`src/voltage_reference_regs.vh`:
```
// Register map constants for the fixed reference control block.
// Assumes inclusion by the APB register bank and its gain decoder.
`ifndef VOLTAGE_REFERENCE_REGS_VH
`define VOLTAGE_REFERENCE_REGS_VH

`define VREF_CTRL_ADDR 12'h000
`define VREF_ADDR_W 12
`define VREF_CTRL_RESET 8'h00
`define VREF_ENABLE_BIT 7
`define VREF_READY_BIT 6
`define VREF_TEMP_EN_BIT 5
`define VREF_TEMP_RANGE_BIT 4
`define VREF_CDAC_GAIN_HI 3
`define VREF_CDAC_GAIN_LO 2
`define VREF_ADC_GAIN_HI 1
`define VREF_ADC_GAIN_LO 0
`define VREF_GAIN_OFF 2'h0
`define VREF_GAIN_1X 2'h1
`define VREF_GAIN_2X 2'h2
`define VREF_GAIN_4X 2'h3

`endif

```
`src/gain_stage_decode.v`:
```
// One programmable reference buffer: decodes a 2-bit gain select.
// Assumes the select comes from a register on the same clock.
`timescale 1ns/1ns
`include "voltage_reference_regs.vh"

module gain_stage_decode (
  input wire clk_in, // Core clock.
  input wire srst_in, // Synchronous reset, active high.
  input wire [1:0] gain_sel_in, // Gain select field.
  output reg buffer_on_out, // Buffer powered.
  output reg [2:0] gain_onehot_out // Bit 0 is 1x, bit 1 is 2x, bit 2 is 4x.
);

  always @(posedge clk_in) begin
    if (srst_in) begin
      buffer_on_out <= 1'b0;
      gain_onehot_out <= 3'h0;
    end else begin
      buffer_on_out <= (gain_sel_in != `VREF_GAIN_OFF);
      case (gain_sel_in)
        `VREF_GAIN_1X: gain_onehot_out <= 3'h1;
        `VREF_GAIN_2X: gain_onehot_out <= 3'h2;
        `VREF_GAIN_4X: gain_onehot_out <= 3'h4;
        default: gain_onehot_out <= 3'h0;
      endcase
    end
  end

endmodule // gain_stage_decode

```
`src/voltage_reference_control.v`:
```
// APB register bank for the fixed voltage reference and temperature indicator.
// Assumes a single core clock; outputs are static levels to analog circuitry.
`timescale 1ns/1ns
`include "voltage_reference_regs.vh"

module voltage_reference_control (
  input wire clk_in, // Core clock, 250 MHz.
  input wire srst_in, // Synchronous reset, active high.
  input wire psel, // APB select.
  input wire penable, // APB access phase.
  input wire pwrite, // APB write.
  input wire [11:0] paddr, // APB byte address.
  input wire [31:0] pwdata, // APB write data.
  input wire [3:0] pstrb, // APB byte strobes.
  output wire pready, // APB ready, always high.
  output reg [31:0] prdata, // APB read data.
  output wire pslverr, // APB error on unmapped address.
  output reg reference_enable_out, // Reference enabled.
  output wire reference_ready_out, // Reference ready indication.
  output reg temp_indicator_enable_out, // Temperature indicator enabled.
  output reg temp_range_select_out, // One selects high range.
  output wire cdac_buffer_on_out, // Comparator/DAC buffer powered.
  output wire [2:0] cdac_gain_out, // Comparator/DAC gain one-hot.
  output wire adc_buffer_on_out, // ADC buffer powered.
  output wire [2:0] adc_gain_out // ADC gain one-hot.
);

  reg [7:0] ctrl_reg;
  reg [7:0] ctrl_next;
  wire addr_hit;
  wire wr_access;
  wire [7:0] ctrl_view;

  assign addr_hit = (paddr == `VREF_CTRL_ADDR);
  assign wr_access = psel && penable && pwrite && addr_hit;
  assign pready = 1'b1;
  assign pslverr = psel && penable && !addr_hit;

  // The reference is always ready on this device, even before enabling.
  assign reference_ready_out = 1'b1;

  // Ready bit is not stored; it is forced high on read.
  assign ctrl_view = {ctrl_reg[7], 1'b1, ctrl_reg[5:0]};

  always @* begin
    ctrl_next = ctrl_reg;
    if (wr_access && pstrb[0]) begin
      ctrl_next = pwdata[7:0];
    end
    ctrl_next[`VREF_READY_BIT] = 1'b0;
  end

  always @(posedge clk_in) begin
    if (srst_in) begin
      ctrl_reg <= `VREF_CTRL_RESET;
    end else begin
      ctrl_reg <= ctrl_next;
    end
  end

  always @(posedge clk_in) begin
    if (srst_in) begin
      prdata <= 32'h00000000;
    end else if (psel && !penable && !pwrite) begin
      prdata <= (paddr == `VREF_CTRL_ADDR) ? {24'h000000, ctrl_view} : 32'h00000000;
    end
  end

  always @(posedge clk_in) begin
    if (srst_in) begin
      reference_enable_out <= 1'b0;
      temp_indicator_enable_out <= 1'b0;
      temp_range_select_out <= 1'b0;
    end else begin
      reference_enable_out <= ctrl_reg[`VREF_ENABLE_BIT];
      temp_indicator_enable_out <= ctrl_reg[`VREF_TEMP_EN_BIT];
      temp_range_select_out <= ctrl_reg[`VREF_TEMP_RANGE_BIT];
    end
  end

  // Two separate stages so each path is programmed independently.
  gain_stage_decode cdac_stage (
    .clk_in(clk_in),
    .srst_in(srst_in),
    .gain_sel_in(ctrl_reg[`VREF_CDAC_GAIN_HI:`VREF_CDAC_GAIN_LO]),
    .buffer_on_out(cdac_buffer_on_out),
    .gain_onehot_out(cdac_gain_out)
  );

  gain_stage_decode adc_stage (
    .clk_in(clk_in),
    .srst_in(srst_in),
    .gain_sel_in(ctrl_reg[`VREF_ADC_GAIN_HI:`VREF_ADC_GAIN_LO]),
    .buffer_on_out(adc_buffer_on_out),
    .gain_onehot_out(adc_gain_out)
  );

endmodule // voltage_reference_control

```
`config.mk`:
```
export PLATFORM = sky130hd
export DESIGN_NAME = voltage_reference_control
export DESIGN_NICKNAME = d
export VERILOG_FILES = /design/src/gain_stage_decode.v /design/src/voltage_reference_control.v
export VERILOG_INCLUDE_DIRS = /design/src
export SDC_FILE = /design/constraint.sdc
export NUM_CORES = 1
export LEC_CHECK = 0
export ABC_CLOCK_PERIOD_IN_PS = 2300
export BUFFER_PORTS_ARGS = -buffer_cell sky130_fd_sc_hd__buf_2
export CAP_MARGIN = 20
export CORE_UTILIZATION = 40
export DETAILED_ROUTE_END_ITERATION = 10
export GPL_ROUTABILITY_DRIVEN = 0
export PLACE_DENSITY = 0.81
export SETUP_SLACK_MARGIN = 0.5
export SLEW_MARGIN = 20
export SYNTH_ARGS = -nofsm -noshare
export SYNTH_HDL_FRONTEND = slang
export SYNTH_HIERARCHICAL = 1
export SYNTH_SLANG_ARGS = --single-unit
```
`constraint.sdc`:
```
create_clock -name clk_in -period 2.3 [get_ports clk_in]
set_clock_uncertainty 0.1 [all_clocks]
set_input_delay 0 -clock clk_in [delete_from_list [all_inputs] [get_ports clk_in]]
set_output_delay 0 -clock clk_in [all_outputs]
set_load 0.03 [all_outputs]
```
==> results of run 1 <==
## final cells by class
cell class	count	area, um2	area share
tap	31	38.8	0.0244
clock buffer	4	36.3	0.0228
multi-input combinational	74	534	0.336
timing repair buffer	67	448	0.282
sequential	26	520	0.328
inverter	3	11.3	0.00709
## power groups by stage
| stage | sequential [uW] | combinational [uW] | clock, uW |
|---|---|---|---|
| floorplan | 460 | 109 | 0 |
| global placement | 460 | 105 | 0 |
| detailed placement | 460 | 107 | 0 |
| CTS | 450 | 120 | 228 |
| global route | 451 | 131 | 253 |
| finish | 450 | 123 | 223 |
## path summary, 6_finish.rpt
kind	from	endpoint	cells past startpoint
hold / removal	pwrite	prdata[0]$_SDFFE_PP0P_	4
hold reg to reg	prdata[0]$_SDFFE_PP0P_	prdata[0]$_SDFFE_PP0P_	1
setup / recovery	paddr[6]	ctrl_reg[0]$_SDFFE_PP0P_	6
setup reg to reg	ctrl_reg[0]$_SDFFE_PP0P_	ctrl_reg[0]$_SDFFE_PP0P_	3
## kinds of logic after synthesis
logic type	count (synthesis)	synth area share
muxes	7	0.0601
DFF	26	0.446
AOI/OAI and AO/OA	11	0.0794
buffers and inverters	30	0.180
other	2	0.00644
and+or+nand+nor	30	0.227
## worst reg2reg max path, cell delays in order (launching register included)
cell and delay, ns:
dfxtp_1 0.40, nand2b_1 0.11, mux2i_1 0.14, dlygate4sd3_1 0.55
## cells in the final DEF, fill, tap and decap left out
master | netlist | routed
and4_1 | 1 | 1
o21ba_2 | 2 | 2
and3b_2 | 2 | 2
nor4_4 | 3 | 3
buf_2 | 0 | 44
dlymetal6s4s_1 | 0 | 4
o2bb2ai_1 | 7 | 7
nand4_4 | 1 | 2
mux2i_1 | 7 | 7
nor2_1 | 1 | 1
a31oi_1 | 1 | 1
clkbuf_4 | 0 | 3
nand2_1 | 1 | 1
inv_1 | 3 | 3
conb_1 | 2 | 26
nand2b_1 | 15 | 15
a21oi_1 | 1 | 1
buf_4 | 26 | 5
dlygate4sd3_1 | 0 | 14
nor3b_1 | 5 | 5
dfxtp_1 | 26 | 26
clkbuf_8 | 0 | 1
## metrics by stage
step                       util  setup slack (ns)  hold slack [ns]
after CTS                 0.549             0.514          0.00766
after detailed placement  0.477              1.09            0.169
after global placement    0.477              1.14            0.161
after floorplan               -              1.34          -0.0242
final                     0.576             0.538           0.0244
after global routing      0.576             0.483           0.0266
## routing by layer
layer / wire length (um) / track usage / vias to the layer above
li1: - / - / 446
met1: 899 / 0.151 / 412
met2: 1240 / 0.255 / 34
met3: 92 / 0.0279 / 2
met4: 13 / 0.0697 / 0
met5: 0 / 0 / -
## what timing repair did
| item | in CTS | in global routing |
|---|---|---|
| hold endpoints to repair | 12 | 8 |
| setup buffers | 0 | 5 |
| resized for setup | 0 | 5 |
| hold buffers | 16 | 2 |
| endpoints found under the setup margin | 0 | 14 |
==> summary.md, run 1 <==
| Metric | Value |
|---|---|
| Final Critical Period | 1.76 ns |
| CP Capture Type | register |
| Worst EP required | around 2.4 ns |
| Area growth syn-to-layout | 36.3% |
| CP bufs+invs | 3 |
| Initial antenna violation count | 0 |
| Ant diodes | 0 |
| Number of synthesized flops with an enable pin | 0 |
| Vias post-DR | 894 |
| Critical path class | in2reg |
| CTS sink count | 26 |
| I/O pin count | 99 |
| TritonCTS Buffers | 3 |
| Net Sw Power | about 210 uW |
| Seq pwr share | 0.565 |
| Pleak | between 0.0009 and 0.001 uW |
| Residual DRC | 0 |
| Overall power | 797 uW |
| Gate power share | 0.155 |
| Worst-Skew Late Latency | 0.31 ns |
| Final period util | 0.766 |
| Crit-path max FO | 7 |
| Top cells by count, synth | 26 x buf_4, 26 x dfxtp_1, 15 x nand2b_1, 7 x mux2i_1, 7 x o2bb2ai_1 |
| Placed insts | about 180 |
| Clock transition at path regs | 0.13 ns |
| Final WL | 2250 um |
| Nets | approximately 230 |
| # port buffers | 44 |
| CP max stage delay | roughly 0.55 ns |
| Final setup viols | 0 |
| Main synth FF type | dfxtp_1 |
| Clock Tree Buf Depth | 2 |
| Design area | 0.00159 mm2 |
| Max-cap viol count | 0 |
| Synth warn | 6 |
| Switching part of the total power | 0.266 |
| Vias per cell | 4.36 |
| Layout fillers | approximately 250 |
| Die Span X | 56.0 um |
| Crit-path cells | dlygate4sd3_1, buf_2, nor4_4, nand4_4, mux2i_1, dlygate4sd3_1 |
| Core area | 0.00276 mm2 |
| Synth async-reset ratio | 0 |
| Yosys top cell area share | 0.446 |
| R2R Setup Slk | 0.96 ns |
| Slew margin rel. | 0.591 |
| Area after DPL | between 0.001 and 0.0015 mm2 |
| CTS Root Cell | clkbuf_4 |
| Pint | 585 uW |
| Row count | 19 |
| CP delay by family, top | buffers and inverters |
| Peak supply drop | roughly 0.28 mV |
| Dpl hpwl | about 1500 um |
| CTS tree | built |
| Iter 0 DRT Violations | 4 |
| Full die area | 0.00314 mm2 |
| Arrival time worst endpoint | 1.88 ns |
| Global-route wire length before repair | between 3000 and 4000 um |
| Initial Util | 0.423 |
| Fmax | 567 MHz |
| Clock power share | 0.280 |
| Register area share after synthesis | 0.446 |
| RSZ-0062 raised after global routing | false |
| Largest cells by area after synthesis | dfxtp_1 45%, buf_4 17%, nand2b_1 8.0%, mux2i_1 6.0%, nor4_4 5.5% |
| Library cells used by synthesis | 19 |
| Pwr Density | 501 mW/mm2 |
| Gr ovfl total | 0 |
| Startpoint types | primary input |
| Max reg flops | 8 |
| Syn_area_per_cell | 11.0 um2 |
| GRT Total Usage | 0.139 |
| Mapped Area | ~0.0012 mm2 |
| Drt wl/cell | between 10 and 15 um |
| Die height | 56.0 um |
| H-Tree Depth | 1 |
| Most used cell, CP | dlygate4sd3_1 |
| Vias in the first global route | 793 |
| Slowest cell on the critical path | dlygate4sd3_1 |
| Largest net degree at the start of global routing | 25 |
| Fraction of layout cells with a size suffix above 1 | 0.356 |
| Hold Vio Cnt, Final | 0 |
| Status | finished clean |
| Area leader, netlist | dfxtp_1 |
| Syn Inst Count | around 110 |
| Slew Viols, Final | 0 |
| Setup tns final | 0 ns |
| Worst hold path type | in2reg |
| First-pass DRT Iterations | 4 |
| Synth Register Bits | 26 |
| Non-Filler Instances | 205 |
| Antenna Nets Post-Route | 0 |
| Pin slew with the least headroom to its limit | approximately 0.6 ns |
Note: power is estimated with default switching activity, not from simulation.
==> inputs of run 2 (changes only) <==
ABC_CLOCK_PERIOD_IN_PS = 1620   (was 2300)
CORE_UTILIZATION = 34   (was 40)
PLACE_DENSITY = 0.73   (was 0.81)
clock period = 1.62 ns   (was 2.3 ns; I/O delays follow)
==> summary.md, run 2 (same netlist as run 1, synthesis figures left out) <==
| Metric | Value |
|---|---|
| Overall power | 1070 uW |
| Hold Vio Cnt, Final | 6 |
| Core area | 0.00315 mm2 |
| Failing checks | negative hold slack |
| Residual DRC | 0 |
| Hold Slack | -0.00356 ns |
| Layer with the highest usage | met2 |
| Worst hold path type | in2reg |
| Clock transition at path regs | roughly 0.13 ns |
| Antenna Nets Post-Route | 0 |
| Pwr Density | 736 mW/mm2 |
| Final period util | 0.606 |
| Arrival time worst endpoint | 0.88 ns |
| Initial antenna violation count | 0 |
| Final Critical Period | 0.982 ns |
| Nets | 215 |
| Largest net degree at the start of global routing | 23 |
| Final setup viols | 0 |
| GRT Total Usage | 0.129 |
| CTS Root Cell | clkbuf_4 |
| Max reg flops | 8 |
| Gr ovfl total | 0 |
| Hold Buf Count CTS | 10 |
| Hold depth | 4 |
| H-Tree Depth | 1 |
| CTS tree | built |
| TritonCTS Buffers | 3 |
| Die Span X | 60.6 um |
| Met1 global-route usage | 0.149 |
| Startpoint types | register |
| Vias post-DR | about 830 |
| CTS sink count | 26 |
| Setup bufs post-CTS | 0 |
| Crit-path cells | buf_2 |
| Final WL | between 2000 and 2500 um |
| Full die area | ~0.0037 mm2 |
| Global-route wire length before repair | 3410 um |
| Vias in the first global route | 737 |
| CP delay by family, top | flip-flops |
| Setup tns final | 0 ns |
| Critical path class | reg2out |
| Fmax | 1020 MHz |
| Pin slew with the least headroom to its limit | 0.497 ns |
| R2R cell count | 2 |
| Die height | 60.6 um |
| Crit-path max FO | 2 |
| Met3 Use GR | 0.0341 |
| Max-cap viol count | 0 |
| Final WS setup | 0.638 ns |
| CP bufs+invs | 1 |
| CP Capture Type | primary output |
| Stages on the worst setup path | 1 |
| Dpl ws | 0.432 ns |
| Dpl hpwl | 1580 um |
| Ant diodes | 0 |
| GR Util met2 | 0.228 |
| First-pass DRT Iterations | 4 |
| Most frequent cells in the layout | 44 x buf_2, 26 x conb_1, 26 x dfxtp_1, 15 x nand2b_1, 10 x dlygate4sd3_1 |
| Clock Tree Buf Depth | 2 |
| Worst EP required | around 1.5 ns |
| Pleak | approximately 0.00076 uW |
| # port buffers | 44 |
| Status | complete, but fails checks |
| I/O pin count | 99 |
| CP max stage delay | around 0.37 ns |
| Initial Util | 0.370 |
| RSZ-0062 raised after global routing | false |
| Slowest cell on the critical path | dfxtp_1 |
| Worst-Skew Late Latency | about 0.3 ns |
| Peak supply drop | 0.285 mV |
| Slew Viols, Final | 0 |
| Vias per cell | 4.09 |
| Row count | 20 |
| Iter 0 DRT Violations | 20 |
| Area growth syn-to-layout | 24.8% |
| Drt wl/cell | about 11 um |
| Fraction of layout cells with a size suffix above 1 | 0.350 |
| Commonest non-fill, non-tap cell in the layout | buf_2 |
| Slew margin rel. | 0.667 |
-- run 2: per-layer routing --
layer | up-vias | share of wire
met5 | - | 0
met4 | 0 | 0.0093
met1 | 379 | 0.43
li1 | 417 | -
met2 | 34 | 0.51
met3 | 4 | 0.050
-- run 2: per-stage QoR --
step           std cells  area (um2)  utilization
2_1_floorplan        130        1260            -
3_3_place_gp         191        1330        0.423
3_5_place_dp         191        1330        0.423
4_1_cts              204        1460        0.462
5_1_grt              204        1460        0.462
6_report             204        1460        0.462
-- run 2: power by group --
group	total [uW]	switching, uW	internal (uW)	leakage (uW)
registers	639	0.00291	639	0.000209
clock network	260	173	86.7	0.0000138
logic	172	121	51.8	0.000533
-- run 2: timing repair --
action                     in CTS  in global routing
resized for setup               0                  0
hold endpoints to repair        8                  5
setup endpoints to repair       0                  0
-- run 2: worst paths after layout --
kind                         endpoint                     start  slack [ns]
max                         prdata[1]    prdata[1]$_SDFFE_PP0P_        0.64
min          ctrl_reg[0]$_SDFFE_PP0P_                  paddr[6]      -0.004
max reg2reg  ctrl_reg[2]$_SDFFE_PP0P_  ctrl_reg[2]$_SDFFE_PP0P_        0.81
min reg2reg    prdata[2]$_SDFFE_PP0P_    prdata[2]$_SDFFE_PP0P_        0.38
-- run 2: area by class of cell --
class                      instances  area, um2
multi-input combinational         74        526
timing repair buffer              54        320
clock buffer                       3       22.5
inverter                           3       11.3
tap                               44       55.1
fill                             315       1700
sequential                        26        520
-- run 2: worst reg2reg max path, stage by stage (launching register included) --
cell	delay (ns)
dfxtp_1	0.41
nand2b_1	0.09
mux2i_1	0.15
==> inputs of run 3 (changes only) <==
ABC_CLOCK_PERIOD_IN_PS = 1000   (was 1620)
CORE_UTILIZATION = 37   (was 34)
PLACE_DENSITY = 0.76   (was 0.73)
clock period = 1 ns   (was 1.62 ns; I/O delays follow)
==> summary.md, run 3 (same netlist as run 1, synthesis figures left out) <==
| Metric | Value |
|---|---|
| I/O pin count | about 100 |
| Pwr Density | 1000 mW/mm2 |
| Final core utilization | 0.579 |
| Overall power | 1750 uW |
| # port buffers | 44 |
| Final period util | 0.907 |
| Hold Startpoint | pwdata[1] |
| Largest net degree at the start of global routing | 15 |
| RSZ-0062 raised after global routing | true |
| Clock transition at path regs | approximately 0.13 ns |
| R2R cell count | 1 |
| Final WS setup | between 0.09 and 0.1 ns |
| Worst hold path type | in2reg |
| Peak supply drop | 0.428 mV |
| Nets | 216 |
| Full die area | 0.00338 mm2 |
| Initial Util | 0.385 |
| Slowest cell on the critical path | dfxtp_2 |
| GRT Total Usage | 0.150 |
| FF-to-FF End | cdac_stage/gain_onehot_out[2]$_SDFF_PP0_ |
| Antenna Nets Post-Route | 0 |
| Worst EP required | 0.90 ns |
| TritonCTS Buffers | 3 |
| First-pass DRT Iterations | 6 |
| Most frequent cells in the layout | 26 x conb_1, 25 x buf_6, 21 x dfxtp_2, 18 x buf_2 |
| Vias in the first global route | 903 |
| Hold Slack | -0.175 ns |
| Initial antenna violation count | 0 |
| R2R Setup Slk | 0.21 ns |
| Dpl hpwl | 1540 um |
| Status | complete, but fails checks |
| Hold depth | 3 |
| CP bufs+invs | 1 |
| Crit-path cells | buf_6 |
| Worst-Skew Late Latency | 0.31 ns |
| Setup tns final | 0 ns |
| Vias per cell | 4.35 |
| Iter 0 DRT Violations | 16 |
| CP Capture Type | primary output |
| Row count | 20 |
| Final Critical Period | 0.907 ns |
| Fmax | around 1100 MHz |
| Clock Tree Buf Depth | 2 |
| Die height | 58.1 um |
| Drt wl/cell | 11.7 um |
| Startpoint types | register |
| Max-cap viol count | 0 |
| WHS Endpoint | ctrl_reg[1]$_SDFFE_PP0P_ |
| Hold Vio Cnt, Final | 8 |
| Critical path class | reg2out |
| Die Span X | 58.1 um |
| Core area | approximately 0.0030 mm2 |
| CTS Root Cell | clkbuf_4 |
| Worst r2r src | ctrl_reg[2]$_SDFFE_PP0P_ |
| Global-route wire length before repair | 3860 um |
| Residual DRC | 0 |
| Arrival time worst endpoint | 0.81 ns |
| Area growth syn-to-layout | 50.2% |
| Dpl ws | -0.202 ns |
| Final setup viols | 0 |
| Ant diodes | 0 |
| Failing checks | negative hold slack |
| Crit-path max FO | 2 |
| CP max stage delay | about 0.37 ns |
| Fraction of layout cells with a size suffix above 1 | 0.671 |
| Pleak | around 0.00085 uW |
| CTS sink count | 26 |
| Slew Viols, Final | 0 |
| Final WL | around 2400 um |
| Vias post-DR | 892 |
| CP delay by family, top | flip-flops |
| H-Tree Depth | 1 |
| Max reg flops | 8 |
| Commonest non-fill, non-tap cell in the layout | conb_1 |
| Gr ovfl total | 0 |
| CTS tree | built |
## run 3: cell count changes in the layout (fill, tap and decap cells not counted), moves of 5 or more
| cell | before | now |
|---|---|---|
| dfxtp_1 | 26 | 1 |
| buf_2 | 44 | 18 |
| o2bb2ai_1 | 7 | 2 |
| dlygate4sd3_1 | 10 | 0 |
| buf_6 | 0 | 25 |
| dfxtp_2 | 0 | 21 |
| o2bb2ai_2 | 0 | 5 |
| buf_4 | 0 | 11 |
## run 3: where the power goes
| part | total, uW | switching (uW) | leakage (uW) | internal, uW |
|---|---|---|---|---|
| sequential | 1020 | 0.00817 | 0.000223 | 1020 |
| combinational | 307 | 207 | 0.000617 | 100 |
| clock | 423 | 282 | 0.0000138 | 141 |
| total | 1750 | 489 | 0.000854 | 1260 |
## run 3: what timing repair did
action | CTS | global route
setup endpoints to repair | 46 | 46
resized for setup | 53 | 22
endpoints found under the hold margin | 8 | 8
setup buffers | 6 | 0
pin swaps | 8 | 7
cloned | 0 | 0
## run 3: layout make-up
class	count	area, um2
clock buffers	3	22.5
well taps	44	55.1
flip-flops and latches	26	562
fillers	255	1280
repair buffers	55	469
inverters	3	11.3
multi-input cells	74	632
## run 3: stage by stage
stage | cell area [um2] | instances | hold slack, ns
2_1_floorplan | 1290 | 130 | -0.0367
3_3_place_gp | 1400 | 196 | 0.164
3_5_place_dp | 1400 | 196 | 0.167
4_1_cts | 1660 | 205 | -0.184
5_1_grt | 1750 | 205 | -0.179
6_report | 1750 | 205 | -0.175
## run 3: how the worst max path moves through the flow
stage / start / end / slack [ns] / cells past startpoint
after CTS: prdata[1]$_SDFFE_PP0P_ / prdata[1] / 0.09 / 1
after global placement: paddr[2] / prdata[2]$_SDFFE_PP0P_ / -0.16 / 4
final: prdata[4]$_SDFFE_PP0P_ / prdata[4] / 0.09 / 1
after global routing: prdata[4]$_SDFFE_PP0P_ / prdata[4] / 0.04 / 1
after detailed placement: paddr[2] / prdata[0]$_SDFFE_PP0P_ / -0.20 / 4
after floorplan: paddr[4] / ctrl_reg[0]$_SDFFE_PP0P_ / 0.05 / 3
## run 3: layer usage
| metal | GRT usage | wire (um) | vias to the layer above |
|---|---|---|---|
| li1 | - | - | 420 |
| met1 | 0.144 | 855 | 416 |
| met2 | 0.281 | 1300 | 46 |
| met3 | 0.0446 | 160 | 10 |
| met4 | 0.0884 | 77 | 0 |
| met5 | 0 | 0 | - |
